$ cat config.mk
export PLATFORM = sky130hd
export DESIGN_NAME = rsml_regs
export DESIGN_NICKNAME = d
export VERILOG_FILES = /design/src/verilog/rsml_pkg.sv /design/src/verilog/rsml_regs.sv /design/src/verilog/rsml_nv_store.sv
export SDC_FILE = /design/constraint.sdc
export NUM_CORES = 1
export LEC_CHECK = 0
export BUFFER_PORTS_ARGS = -buffer_cell sky130_fd_sc_hd__buf_2
export CAP_MARGIN = 40
export CORE_MARGIN = 4
export CORE_UTILIZATION = 40
export DETAILED_ROUTE_END_ITERATION = 10
export GPL_ROUTABILITY_DRIVEN = 0
export PLACE_DENSITY = 0.6
export SYNTH_ARGS = -nofsm -noshare
export SYNTH_HDL_FRONTEND = slang
export SYNTH_SLANG_ARGS = --single-unit
$ cat constraint.sdc
create_clock -name clk_sys -period 3.05 [get_ports clk_sys]
set_input_delay 0.305 -clock clk_sys [delete_from_list [all_inputs] [get_ports clk_sys]]
set_output_delay 0.305 -clock clk_sys [all_outputs]
set_load 0.02 [all_outputs]
$ cat src/verilog/rsml_pkg.sv
// Purpose: Shared constants and carriers for the reference status and mute level registers.
// Assumes: Byte-wide registers on a plain strobe port, one clock, asynchronous reset.
// Notes:   Offsets are the printed register indices used as plain addresses.
package rsml_pkg;

   // ************************************************************
   // Register map
   // ************************************************************
   localparam logic [7:0] ADDR_REF_STATUS = 8'h12;
   localparam logic [7:0] ADDR_STAT_CTL = 8'h13;
   localparam logic [7:0] ADDR_MUTE_LOW = 8'h14;
   localparam logic [7:0] ADDR_IRQ_STATUS = 8'h40;
   localparam logic [7:0] ADDR_IRQ_MASK = 8'h41;
   localparam logic [7:0] ADDR_CHAN_CTL = 8'h42;

   // ************************************************************
   // Field positions
   // ************************************************************
   localparam int BIT_SEC_RISE = 7;
   localparam int BIT_SEC_FALL = 6;
   localparam int BIT_PRI_RISE = 5;
   localparam int BIT_PRI_FALL = 4;
   localparam int BIT_B_LIMIT = 5;
   localparam int BIT_A_LIMIT = 4;
   localparam int BIT_B_OPEN = 1;
   localparam int BIT_A_OPEN = 0;
   localparam int MUTE3_LSB = 6;
   localparam int BIT_CH3_MUTE = 0;
   localparam int BIT_CH3_CMOS = 1;

   // ************************************************************
   // Reset values and masks
   // ************************************************************
   localparam logic [7:0] RST_STAT_CTL = 8'h00;
   localparam logic [7:0] RST_MUTE_LOW = 8'h40;
   localparam logic [7:0] RST_ZERO = 8'h00;
   localparam logic [7:0] STAT_CTL_WMASK = 8'h3f;
   localparam logic [7:0] REF_STATUS_MASK = 8'hf0;
   localparam logic [3:0] NV_WORDS = 4'h2;

   // ************************************************************
   // Mute levels
   // ************************************************************
   typedef enum logic [1:0] {
      RSML_MUTE_BYPASS = 2'b00,
      RSML_MUTE_LOW = 2'b01,
      RSML_MUTE_HIGH = 2'b10,
      RSML_MUTE_RAIL = 2'b11
   } rsml_mute_e;

   // Driver state applied to one output channel.
   typedef struct packed {
      logic diff_pdn;
      logic p_force_low;
      logic p_force_high;
      logic n_force_low;
   } rsml_drv_s;

   // Software port request.
   typedef struct packed {
      logic [7:0] addr;
      logic [7:0] wdata;
      logic wr;
      logic rd;
   } rsml_req_s;

endpackage : rsml_pkg

$ cat src/verilog/rsml_regs.sv
// Purpose: Reference status, status pin driver control and channel 3 mute level registers.
// Assumes: Slew detector indicators are synchronous levels; single clock domain.
// Notes:   Pin drive and channel 3 driver outputs stay in their safe reset state until the startup load completes.
//
// The address-and-strobe port was chosen for this implementation.

module rsml_regs (
   // Clock and reset.
   input wire logic clk_sys,
   input wire logic rst,
   // Register port.
   input wire logic [7:0] addr,
   input wire logic [7:0] wdata,
   input wire logic wr,
   input wire logic rd,
   output logic [7:0] rdata,
   // Slew detector indicators.
   input wire logic secondary_rise_valid,
   input wire logic secondary_fall_valid,
   input wire logic primary_rise_valid,
   input wire logic primary_fall_valid,
   // Status pins in and their drive.
   input wire logic status_out_a,
   input wire logic status_out_b,
   output logic status_a_o,
   output logic status_a_oe_n,
   output logic status_b_o,
   output logic status_b_oe_n,
   output logic status_out_a_spike_limit,
   output logic status_out_b_spike_limit,
   // Channel 3 driver state.
   output rsml_pkg::rsml_drv_s chan_three_drv,
   // Startup done and interrupt.
   output logic ready,
   output logic irq
);

   // ************************************************************
   // Declarations
   // ************************************************************
   rsml_pkg::rsml_req_s req;
   logic [7:0] ref_now, ref_last_q, stat_ctl_q, mute_low_q;
   logic [7:0] chan_ctl_q, irq_stat_q, irq_mask_q, rdata_q;
   logic [3:0] nv_addr_q;
   logic [7:0] nv_data, ref_edges;
   rsml_pkg::rsml_drv_s drv_d, drv_q;
   logic st_a_o_q, st_a_oe_n_q, st_b_o_q, st_b_oe_n_q;
   logic irq_q, ready_q;

   typedef enum logic [1:0] {
      RSML_BOOT_ADDR = 2'b00,
      RSML_BOOT_WAIT = 2'b01,
      RSML_BOOT_TAKE = 2'b10,
      RSML_BOOT_DONE = 2'b11
   } rsml_boot_e;
   rsml_boot_e boot_q;

   // Bundle the software strobes; writes other than the interrupt status clear are ignored until startup finishes.
   assign req = '{addr: addr, wdata: wdata, wr: wr, rd: rd};

   // ************************************************************
   // Reference status
   // ************************************************************
   // indicator bit placement
   always_comb
   begin
      ref_now = rsml_pkg::RST_ZERO;
      ref_now[rsml_pkg::BIT_SEC_RISE] = secondary_rise_valid;
      ref_now[rsml_pkg::BIT_SEC_FALL] = secondary_fall_valid;
      ref_now[rsml_pkg::BIT_PRI_RISE] = primary_rise_valid;
      ref_now[rsml_pkg::BIT_PRI_FALL] = primary_fall_valid;
   end

   // Indicators are sampled once so readback and edge events agree.
   always_ff @(posedge clk_sys or posedge rst)
   begin
      if (rst)
      begin
         ref_last_q <= rsml_pkg::RST_ZERO;
      end
      else
      begin
         ref_last_q <= ref_now;
      end
   end

   // Any change of an indicator is an event.
   assign ref_edges = (ref_now ^ ref_last_q) & rsml_pkg::REF_STATUS_MASK;

   // ************************************************************
   // Nonvolatile startup load
   // ************************************************************
   rsml_nv_store #(.NV_WORD0(rsml_pkg::RST_STAT_CTL), .NV_WORD1(rsml_pkg::RST_MUTE_LOW)) u_nv (
      .clk_sys(clk_sys), .rst(rst),
      .rd_addr(nv_addr_q), .rd_data(nv_data)
   );

   always_ff @(posedge clk_sys or posedge rst)
   begin
      if (rst)
      begin
         boot_q <= RSML_BOOT_ADDR;
         nv_addr_q <= 4'h0;
         ready_q <= 1'b0;
      end
      else
      begin
         unique case (boot_q)
            RSML_BOOT_ADDR: boot_q <= RSML_BOOT_WAIT;
            RSML_BOOT_WAIT: boot_q <= RSML_BOOT_TAKE;
            RSML_BOOT_TAKE:
            begin
               if (nv_addr_q == rsml_pkg::NV_WORDS - 4'h1)
               begin
                  boot_q <= RSML_BOOT_DONE;
                  ready_q <= 1'b1;
               end
               else
               begin
                  nv_addr_q <= nv_addr_q + 4'h1;
                  boot_q <= RSML_BOOT_WAIT;
               end
            end
            RSML_BOOT_DONE: boot_q <= RSML_BOOT_DONE;
         endcase
      end
   end

   // ************************************************************
   // Writable registers
   // ************************************************************
   // pin control storage
   always_ff @(posedge clk_sys or posedge rst)
   begin
      if (rst)
      begin
         stat_ctl_q <= rsml_pkg::RST_STAT_CTL;
      end
      else if (boot_q == RSML_BOOT_TAKE && nv_addr_q == 4'h0)
      begin
         stat_ctl_q <= nv_data & rsml_pkg::STAT_CTL_WMASK;
      end
      else if (boot_q == RSML_BOOT_DONE && req.wr && req.addr == rsml_pkg::ADDR_STAT_CTL)
      begin
         stat_ctl_q <= req.wdata & rsml_pkg::STAT_CTL_WMASK;
      end
   end

   always_ff @(posedge clk_sys or posedge rst)
   begin
      if (rst)
      begin
         mute_low_q <= rsml_pkg::RST_MUTE_LOW;
      end
      else if (boot_q == RSML_BOOT_TAKE && nv_addr_q == 4'h1)
      begin
         mute_low_q <= nv_data;
      end
      else if (boot_q == RSML_BOOT_DONE && req.wr && req.addr == rsml_pkg::ADDR_MUTE_LOW)
      begin
         mute_low_q <= req.wdata;
      end
   end

   // Channel control: mute enable and single-ended mode select.
   always_ff @(posedge clk_sys or posedge rst)
   begin
      if (rst)
      begin
         chan_ctl_q <= rsml_pkg::RST_ZERO;
         irq_mask_q <= rsml_pkg::RST_ZERO;
      end
      else if (boot_q == RSML_BOOT_DONE && req.wr)
      begin
         if (req.addr == rsml_pkg::ADDR_CHAN_CTL)
         begin
            chan_ctl_q <= req.wdata;
         end
         if (req.addr == rsml_pkg::ADDR_IRQ_MASK)
         begin
            irq_mask_q <= req.wdata & rsml_pkg::REF_STATUS_MASK;
         end
      end
   end

   // ************************************************************
   // Interrupts
   // ************************************************************
   // A new edge beats a write-one clear in the same cycle so no event is lost.
   always_ff @(posedge clk_sys or posedge rst)
   begin
      if (rst)
      begin
         irq_stat_q <= rsml_pkg::RST_ZERO;
      end
      else
      begin
         irq_stat_q <= (irq_stat_q & ~((req.wr && req.addr == rsml_pkg::ADDR_IRQ_STATUS)
            ? req.wdata : rsml_pkg::RST_ZERO)) | ref_edges;
      end
   end

   // Level interrupt, registered so it comes straight from a flop.
   always_ff @(posedge clk_sys or posedge rst)
   begin
      if (rst)
      begin
         irq_q <= 1'b0;
      end
      else
      begin
         irq_q <= |(irq_stat_q & irq_mask_q);
      end
   end

   // ************************************************************
   // Read port
   // ************************************************************
   // Unmapped addresses read as zero; reads have no side effects.
   always_ff @(posedge clk_sys or posedge rst)
   begin
      if (rst)
      begin
         rdata_q <= rsml_pkg::RST_ZERO;
      end
      else if (req.rd)
      begin
         unique case (req.addr)
            rsml_pkg::ADDR_REF_STATUS: rdata_q <= ref_last_q;
            rsml_pkg::ADDR_STAT_CTL: rdata_q <= stat_ctl_q;
            rsml_pkg::ADDR_MUTE_LOW: rdata_q <= mute_low_q;
            rsml_pkg::ADDR_IRQ_STATUS: rdata_q <= irq_stat_q;
            rsml_pkg::ADDR_IRQ_MASK: rdata_q <= irq_mask_q;
            rsml_pkg::ADDR_CHAN_CTL: rdata_q <= chan_ctl_q;
            default: rdata_q <= rsml_pkg::RST_ZERO;
         endcase
      end
      else
      begin
         rdata_q <= rsml_pkg::RST_ZERO;
      end
   end

   // ************************************************************
   // Status pin drivers
   // ************************************************************
   // open drain only drives low; push-pull drives both levels.
   always_ff @(posedge clk_sys or posedge rst)
   begin
      if (rst)
      begin
         st_a_o_q <= 1'b0;
         st_a_oe_n_q <= 1'b1;
         st_b_o_q <= 1'b0;
         st_b_oe_n_q <= 1'b1;
      end
      else if (boot_q == RSML_BOOT_DONE)
      begin
         st_a_o_q <= stat_ctl_q[rsml_pkg::BIT_A_OPEN] ? 1'b0 : status_out_a;
         st_a_oe_n_q <= stat_ctl_q[rsml_pkg::BIT_A_OPEN] ? status_out_a : 1'b0;
         st_b_o_q <= stat_ctl_q[rsml_pkg::BIT_B_OPEN] ? 1'b0 : status_out_b;
         st_b_oe_n_q <= stat_ctl_q[rsml_pkg::BIT_B_OPEN] ? status_out_b : 1'b0;
      end
   end

   // ************************************************************
   // Channel 3 mute decode
   // ************************************************************
   // level decode under mute gate
   always_comb
   begin
      drv_d = '0;
      if (chan_ctl_q[rsml_pkg::BIT_CH3_MUTE])
      begin
         unique case (rsml_pkg::rsml_mute_e'(mute_low_q[rsml_pkg::MUTE3_LSB +: 2]))
            rsml_pkg::RSML_MUTE_BYPASS: drv_d = '0;
            rsml_pkg::RSML_MUTE_LOW:
            begin
               drv_d.diff_pdn = ~chan_ctl_q[rsml_pkg::BIT_CH3_CMOS];
               drv_d.n_force_low = chan_ctl_q[rsml_pkg::BIT_CH3_CMOS];
            end
            rsml_pkg::RSML_MUTE_HIGH:
            begin
               drv_d.p_force_high = ~chan_ctl_q[rsml_pkg::BIT_CH3_CMOS];
               drv_d.p_force_low = chan_ctl_q[rsml_pkg::BIT_CH3_CMOS];
            end
            rsml_pkg::RSML_MUTE_RAIL:
            begin
               drv_d.p_force_low = chan_ctl_q[rsml_pkg::BIT_CH3_CMOS];
               drv_d.p_force_high = ~chan_ctl_q[rsml_pkg::BIT_CH3_CMOS];
               drv_d.n_force_low = 1'b1;
            end
         endcase
      end
   end

   // driver state held off until load done
   always_ff @(posedge clk_sys or posedge rst)
   begin
      if (rst)
      begin
         drv_q <= '0;
      end
      else
      begin
         drv_q <= (boot_q == RSML_BOOT_DONE) ? drv_d : '0;
      end
   end

   // ************************************************************
   // Outputs
   // ************************************************************
   assign rdata = rdata_q;
   assign status_a_o = st_a_o_q;
   assign status_a_oe_n = st_a_oe_n_q;
   assign status_b_o = st_b_o_q;
   assign status_b_oe_n = st_b_oe_n_q;
   assign status_out_a_spike_limit = stat_ctl_q[rsml_pkg::BIT_A_LIMIT];
   assign status_out_b_spike_limit = stat_ctl_q[rsml_pkg::BIT_B_LIMIT];
   assign chan_three_drv = drv_q;
   assign ready = ready_q;
   assign irq = irq_q;

   // ************************************************************
   // Assertions
   // ************************************************************
   a_ref_readback: assert property (@(posedge clk_sys) disable iff (rst)
      rd && addr == rsml_pkg::ADDR_REF_STATUS |=> rdata[7:6] == $past(ref_last_q[7:6]))
      else $error("Secondary indicator readback wrong.");
   a_pri_readback: assert property (@(posedge clk_sys) disable iff (rst)
      rd && addr == rsml_pkg::ADDR_REF_STATUS |=> rdata[5:4] == $past(ref_now[5:4], 2))
      else $error("Primary indicator readback wrong.");
   a_b_open_drain: assert property (@(posedge clk_sys) disable iff (rst)
      ready && stat_ctl_q[1] |=> status_b_o == 1'b0 && status_b_oe_n == $past(status_out_b))
      else $error("Status B open drain drive wrong.");
   a_a_push_pull: assert property (@(posedge clk_sys) disable iff (rst)
      ready && !stat_ctl_q[0] |=> status_a_oe_n == 1'b0 && status_a_o == $past(status_out_a))
      else $error("Status A drive wrong.");
   a_limit_write: assert property (@(posedge clk_sys) disable iff (rst)
      ready && wr && addr == rsml_pkg::ADDR_STAT_CTL
      |=> status_out_b_spike_limit == $past(wdata[5]) && status_out_a_spike_limit == $past(wdata[4]))
      else $error("Spike limit write not applied.");
   a_mute_write: assert property (@(posedge clk_sys) disable iff (rst)
      ready && wr && addr == rsml_pkg::ADDR_MUTE_LOW |=> mute_low_q[7:6] == $past(wdata[7:6]))
      else $error("Mute level write not applied.");
   a_level_one: assert property (@(posedge clk_sys) disable iff (rst)
      ready && chan_ctl_q[0] && !chan_ctl_q[1] && mute_low_q[7:6] == 2'b01 |=> drv_q.diff_pdn)
      else $error("Level one differential power down missing.");
   a_unmuted_idle: assert property (@(posedge clk_sys) disable iff (rst)
      !chan_ctl_q[0] |=> drv_q == '0)
      else $error("Driver forced without mute.");
   a_boot_quiet: assert property (@(posedge clk_sys) disable iff (rst)
      !ready |-> status_a_oe_n && status_b_oe_n && drv_q == '0)
      else $error("Outputs active before startup load.");

endmodule : rsml_regs

$ cat src/verilog/rsml_nv_store.sv
// Purpose: Small nonvolatile image model holding the startup register values.
// Assumes: Contents are fixed constants; read data come from a register.
// Notes:   Word 0 feeds the status pin control, word 1 the mute level register.
module rsml_nv_store #(
   parameter logic [7:0] NV_WORD0 = 8'h00,
   parameter logic [7:0] NV_WORD1 = 8'h40
) (
   // Clock and reset.
   input wire logic clk_sys,
   input wire logic rst,
   // Read port.
   input wire logic [3:0] rd_addr,
   output logic [7:0] rd_data
);

   // Read data are registered so the loader sees one cycle of latency.
   always_ff @(posedge clk_sys or posedge rst)
   begin
      if (rst)
      begin
         rd_data <= rsml_pkg::RST_ZERO;
      end
      else
      begin
         rd_data <= (rd_addr == 4'h0) ? NV_WORD0 : NV_WORD1;
      end
   end

endmodule : rsml_nv_store

Word-level counts from Yosys, hierarchy flattened
Index checks and enable logic that the tools add are counted.

Output and inout bits: 20. Register bits: 72. Logic and storage cells: 76. Input port bits: 26.

$add $sub $neg: 1. Eq/ne operators: 13. Bitwise logic cells: 7. Mux-type cells: 19. Reductions and logical operators: 16.

Operator list (number): 8-bit two-way mux (6); 8-bit one-hot mux with 6 select lines (1); 8-bit by 5-bit == test with 1-bit output (second input constant) (3); 8-bit by 7-bit == test with 1-bit output (second input constant) (3); 8-bit bitwise AND (2); 2-bit == test (second input constant) (4); 4-bit two-way mux (2); 8-bit inverter (1); 8-bit bitwise OR (1); 2-bit one-hot mux with 4 select lines (1); 2-bit AND reduction (4); 8-bit OR reduction (1); 8-bit XOR (1); 7-bit two-way mux (1); 1-bit logical AND (6); 1-bit two-way mux (5); 4-bit by 1-bit adder with 4-bit output (second input constant) (1); 2-bit by 1-bit == test with 1-bit output (second input constant) (2); 4-bit by 1-bit == test with 1-bit output (second input constant) (1); 4-bit zero test (1); 2-bit two-way mux (2); 2-bit nonzero test (2); 2-bit zero test (1); 1-bit inverter (2); other kinds (2) (2).

Logic depth before layout (Yosys ltp)
Depth after elaboration: 6. Gate-level depth with buffers: 6.

Hierarchy
From an unflattened synthesis, not the netlist that was laid out.

Cells, all modules: 263. Area, all modules: 3125.5 um^2.

Modules (own cells, without submodules): rsml_regs (cells an instance 252, instances 1, sequential area each 1555.2 um^2, area an instance 3032.9 um^2); rsml_nv_store (cells an instance 11, instances 1, sequential area each 25.0 um^2, area an instance 92.6 um^2).

Least setup slack after synthesis
No wires, ideal clock.

Path type: input -> register. Start: in addr[0]. End: reg chan_ctl_q[0]. Data required time: 2922 ps. Setup slack: 1401 ps. Data arrival time: 1521 ps. Setup time: 128 ps. Cell stages on the path: 5. Cells stage by stage: buf_6 -> nor4b_4 -> and3_1 -> buf_2 -> mux2_1.

Cells in the longest elaborated chain, start to end: 2.

Ends and longest elaborated chain: start, declared (RTL line rsml_regs.sv:12) `input wire logic [7:0] addr,`; 8-bit by 7-bit == test with 1-bit output (RTL line rsml_regs.sv:175) `if (req.addr == rsml_pkg::ADDR_CHAN_CTL)`; 2-bit AND reduction (no source line); end signal, assigned (RTL line rsml_regs.sv:170) `chan_ctl_q <= rsml_pkg::RST_ZERO;`; end signal, assigned (RTL line rsml_regs.sv:177) `chan_ctl_q <= req.wdata;`; end, declared (RTL line rsml_regs.sv:43) `logic [7:0] chan_ctl_q, irq_stat_q, irq_mask_q, rdata_q;`.

Every way passes these cells. A chain may end at the register's enable or synchronous reset.

Final worst setup path
Start: in addr[0]. End: reg stat_ctl_q[1].

Cells in the longest elaborated chain, start to end: 3.

Ends and longest elaborated chain: 8-bit by 5-bit == test with 1-bit output (RTL line rsml_regs.sv:143) `else if (boot_q == RSML_BOOT_DONE && req.wr && req.addr == rsml_pkg::ADDR_STAT_CTL)`; 1-bit logical AND (RTL line rsml_regs.sv:143); 2-bit nonzero test (no source line); end signal, assigned (RTL line rsml_regs.sv:137) `stat_ctl_q <= rsml_pkg::RST_STAT_CTL;`; end signal, assigned (RTL line rsml_regs.sv:141) `stat_ctl_q <= nv_data & rsml_pkg::STAT_CTL_WMASK;`; end signal, assigned (RTL line rsml_regs.sv:145) `stat_ctl_q <= req.wdata & rsml_pkg::STAT_CTL_WMASK;`; end, declared (RTL line rsml_regs.sv:42) `logic [7:0] ref_now, ref_last_q, stat_ctl_q, mute_low_q;`.

Every way passes these cells.

==> impl_results.md <==
* Post-synthesis cell type count at 41
* #FFs+latches synth at 63
* Final Non-Filler Cells at 401
* Final min period at 1.853 ns
* Setup TNS Final at 0 ns
* Final wirelength at 6.463 mm
* CORE AREA at 6944 sq um
* Worst setup startpoint: addr[0]
* Nets at 329
* Number of synthesized flops with an enable pin at 0
* Max frequency at 539.8 MHz
* FFs w/ async S/R, synth at 100.0%
* Yosys warnings at 0
* IO Port Bufs at 45
* Final period util at 60.74%
* Drt first pass iters at 4
* Vias per cell at 5.182
* Hold WS at 0.08979 ns
* Internal power at 1.285 mW
* Area Growth Syn to Fin at 16.85%
* Filler cell count at 642
* R2r worst-path depth at 6
* Top post-synthesis cells by area: dfrtp_1 52%, nand2_1 5.0%, a22oi_1 3.4%, nor4b_4 3.3%, mux2_1 3.1%
* Max_slew headroom at 48.50%
* HP Class: in -> reg
* CTS tree: done
* Maximum root-to-sink buffer count at 2
* PostCTS Resize Cnt at 0
* Clock share of power at 41.0%
* Clock sinks at 63
* Detailed Place HPWL at 4.654 mm
* DIE HEIGHT at 93.32 microns
* Via Count at 2078
* Die area at 8708 sq um
* Final setup viols at 0
* Gate power share at 7.2%
* Routed len/inst at 16.12 microns
* Syn_nets at 279
* Hold EP: ref_last_q[4]
* Initial detailed-routing violation count at 114
* Peak supply drop at 0.1887 mV
* # DRC at 0
* CP Launch Type: input pin
* Worst slew pin tran at 0.7726 ns
* ANT nets after route at 0
* First-pass GRT wire length at 10.78 mm
* Hold Vio Cnt, Final at 0
* Vias in the first global route at 2096
* Share of cells above drive strength 1 at 26.56%
* Maxcap violations at 0
* Synth Flop Type: dfrtp_1
* Clock slew at reported path FFs at 0.07 ns
* H-tree depth at 3
* Top Ports at 46
* Crit path DAT at 2.08 ns
* Sw Share at 23.84%
* Mapped Area at 2912 sq um
* Global route total overflow at 0
* Largest net degree at the start of global routing at 64
* RSZ-0062 raised after global routing: no
* Chip Width at 93.32 microns
* Clock Tree Root: clkbuf_8
* Num CTS Buffers at 9
* All-Layer GR Usage at 16.25%
* Worst reg-to-reg setup slack at 1.30 ns
* N_diodes at 0
* Hold depth at 1
* Initial antenna violation count at 0
* Reg2Reg Capture Point: mute_low_q[6]
* Post-synthesis area per instance at 11.65 sq um
* P_sw at 0.4023 mW
* Sequential fraction of the synthesis area at 54.28%
* Hold wc startpoint: primary_fall_valid
* Kind of critical path: in -> reg
* Static Leak at 1.612 nW
* Sequential Power Share at 51.9%
* RR Startpoint: nv_addr_q[1]
* Synth top area share at 51.57%
* Dpl cells at 385
* Crit end category: register
* Req. time, crit path at 3.27 ns
* PwrDens at 496.1 nW/um^2
* Post-CTS setup buffer count at 0
* # rows at 30
* Most area-hungry cell type in the Yosys netlist: dfrtp_1
* Status: finished, final reports clean
* Synthesized instance count at 250
* CP max FO at 10
* Worst skew pair latency at 0.34 ns
* Cts hold-fix bufs at 0
* Starting Density at 41.93%
* Fin. max-slew vios at 0
* Worst Skew at 0.007829 ns
==> worst max-delay path by stage <==
stage / slack (ns) / cells past startpoint / to
after floorplan: 1.18 / 1 / boot_q[0]
after global placement: 0.94 / 5 / stat_ctl_q[1]
after detailed placement: 0.87 / 5 / stat_ctl_q[5]
after CTS: 1.23 / 5 / stat_ctl_q[3]
after global routing: 1.13 / 5 / stat_ctl_q[1]
final: 1.20 / 5 / stat_ctl_q[1]
==> critical path, stage by stage <==
cell and delay [ns]:
buf_2 0.25, nor4bb_2 0.65, and3_1 0.48, a31oi_2 0.16, a22o_1 0.24
==> state kept, by name, summed over array words and instances, names as in the netlist, 2 cells and up <==
register and flops:
nv_addr_q 4, stat_ctl_q 6, ref_last_q 4, chan_ctl_q 8, chan_three_drv 4, irq_stat_q 8, irq_mask_q 4, mute_low_q 8
boot_q 2, rdata 8
==> metrics by stage <==
stage               cell area [sq um]  power [mW]  util [%]  setup slack [ns]
detailed placement               3208       1.012     46.20            0.8691
global route                     3402       1.769     48.99             1.130
floorplan                        2912      0.9571         -             1.180
CTS                              3402       1.704     48.99             1.228
global placement                 3208       1.011     46.20            0.9435
finish                           3402       1.688     48.99             1.197
==> per-layer routing <==
| metal | vias to the layer above | global-route usage, % | wire [microns] | part of all wire (%) |
|---|---|---|---|---|
| met1 | 1004 | 22.61 | 3108 | 48 |
| met5 | - | 0 | 0 | 0 |
| met4 | 0 | 6.960 | 140 | 2.2 |
| met2 | 62 | 23.29 | 2831 | 44 |
| li1 | 1000 | - | - | - |
| met3 | 12 | 4.988 | 382 | 5.9 |
==> power by group through the flow <==
stage | logic [mW] | clock network [mW] | registers, mW
final | 0.121 | 0.692 | 0.875
after global routing | 0.135 | 0.757 | 0.878
after floorplan | 0.0644 | 0 | 0.893
after CTS | 0.123 | 0.706 | 0.875
after detailed placement | 0.122 | 0 | 0.890
after global placement | 0.121 | 0 | 0.890
==> Yosys cell counts (2+ instances only) <==
library cell  instances
a32o_1                2
dfrtp_1              60
a22oi_1              13
dfstp_2               3
o21ai_0               7
o22ai_1               2
mux2_2                2
inv_1                 5
nor2_1               12
and3_1               10
ha_1                  3
a21o_1                6
and2_1                3
a22o_1                8
a32oi_1               2
mux2_1                8
mux2_4                4
a221o_1               2
o21a_1                2
nor3_1                2
buf_2                 3
xor2_1                4
nand2_1              39
xnor2_1               2
nand2b_1              4
nor4b_4               4
nor2b_1               6
a21boi_1              6
buf_6                 3
nand3_1              12
==> placed cells by master, fill, tap and decap left out, types with 7 or more instances in the layout <==
cell | netlist | final
buf_2 | 3 | 45
a22oi_1 | 13 | 13
mux2_1 | 8 | 8
nor2_1 | 12 | 12
nand2_1 | 39 | 39
clkbuf_8 | 0 | 13
nand3_1 | 12 | 12
a22o_1 | 8 | 8
o21ai_0 | 7 | 7
and3_1 | 10 | 10
dfrtp_1 | 60 | 60
==> cell type report <==
| type | count | area (sq um) | area share [%] |
|---|---|---|---|
| clock buffers | 13 | 178.9 | 5.259 |
| clock inverters | 3 | 15.01 | 0.4413 |
| inverters | 5 | 18.77 | 0.5517 |
| multi-input cells | 175 | 1256 | 36.93 |
| flip-flops and latches | 63 | 1580 | 46.45 |
| well taps | 96 | 120.1 | 3.531 |
| repair buffers | 46 | 232.7 | 6.841 |
==> cells by family (layout without fill, tap and decap cells) <==
kind of cell | Yosys count | after routing | synth area share, %
fa+ha+maj | 3 | 3 | 1.289
flops | 63 | 63 | 54.28
compound gates | 54 | 54 | 14.40
xor+xnor | 6 | 6 | 1.805
buf+inv | 12 | 67 | 2.578
mux | 14 | 14 | 5.931
simple gates | 98 | 98 | 19.73
Note: power is estimated with default switching activity, not from simulation.
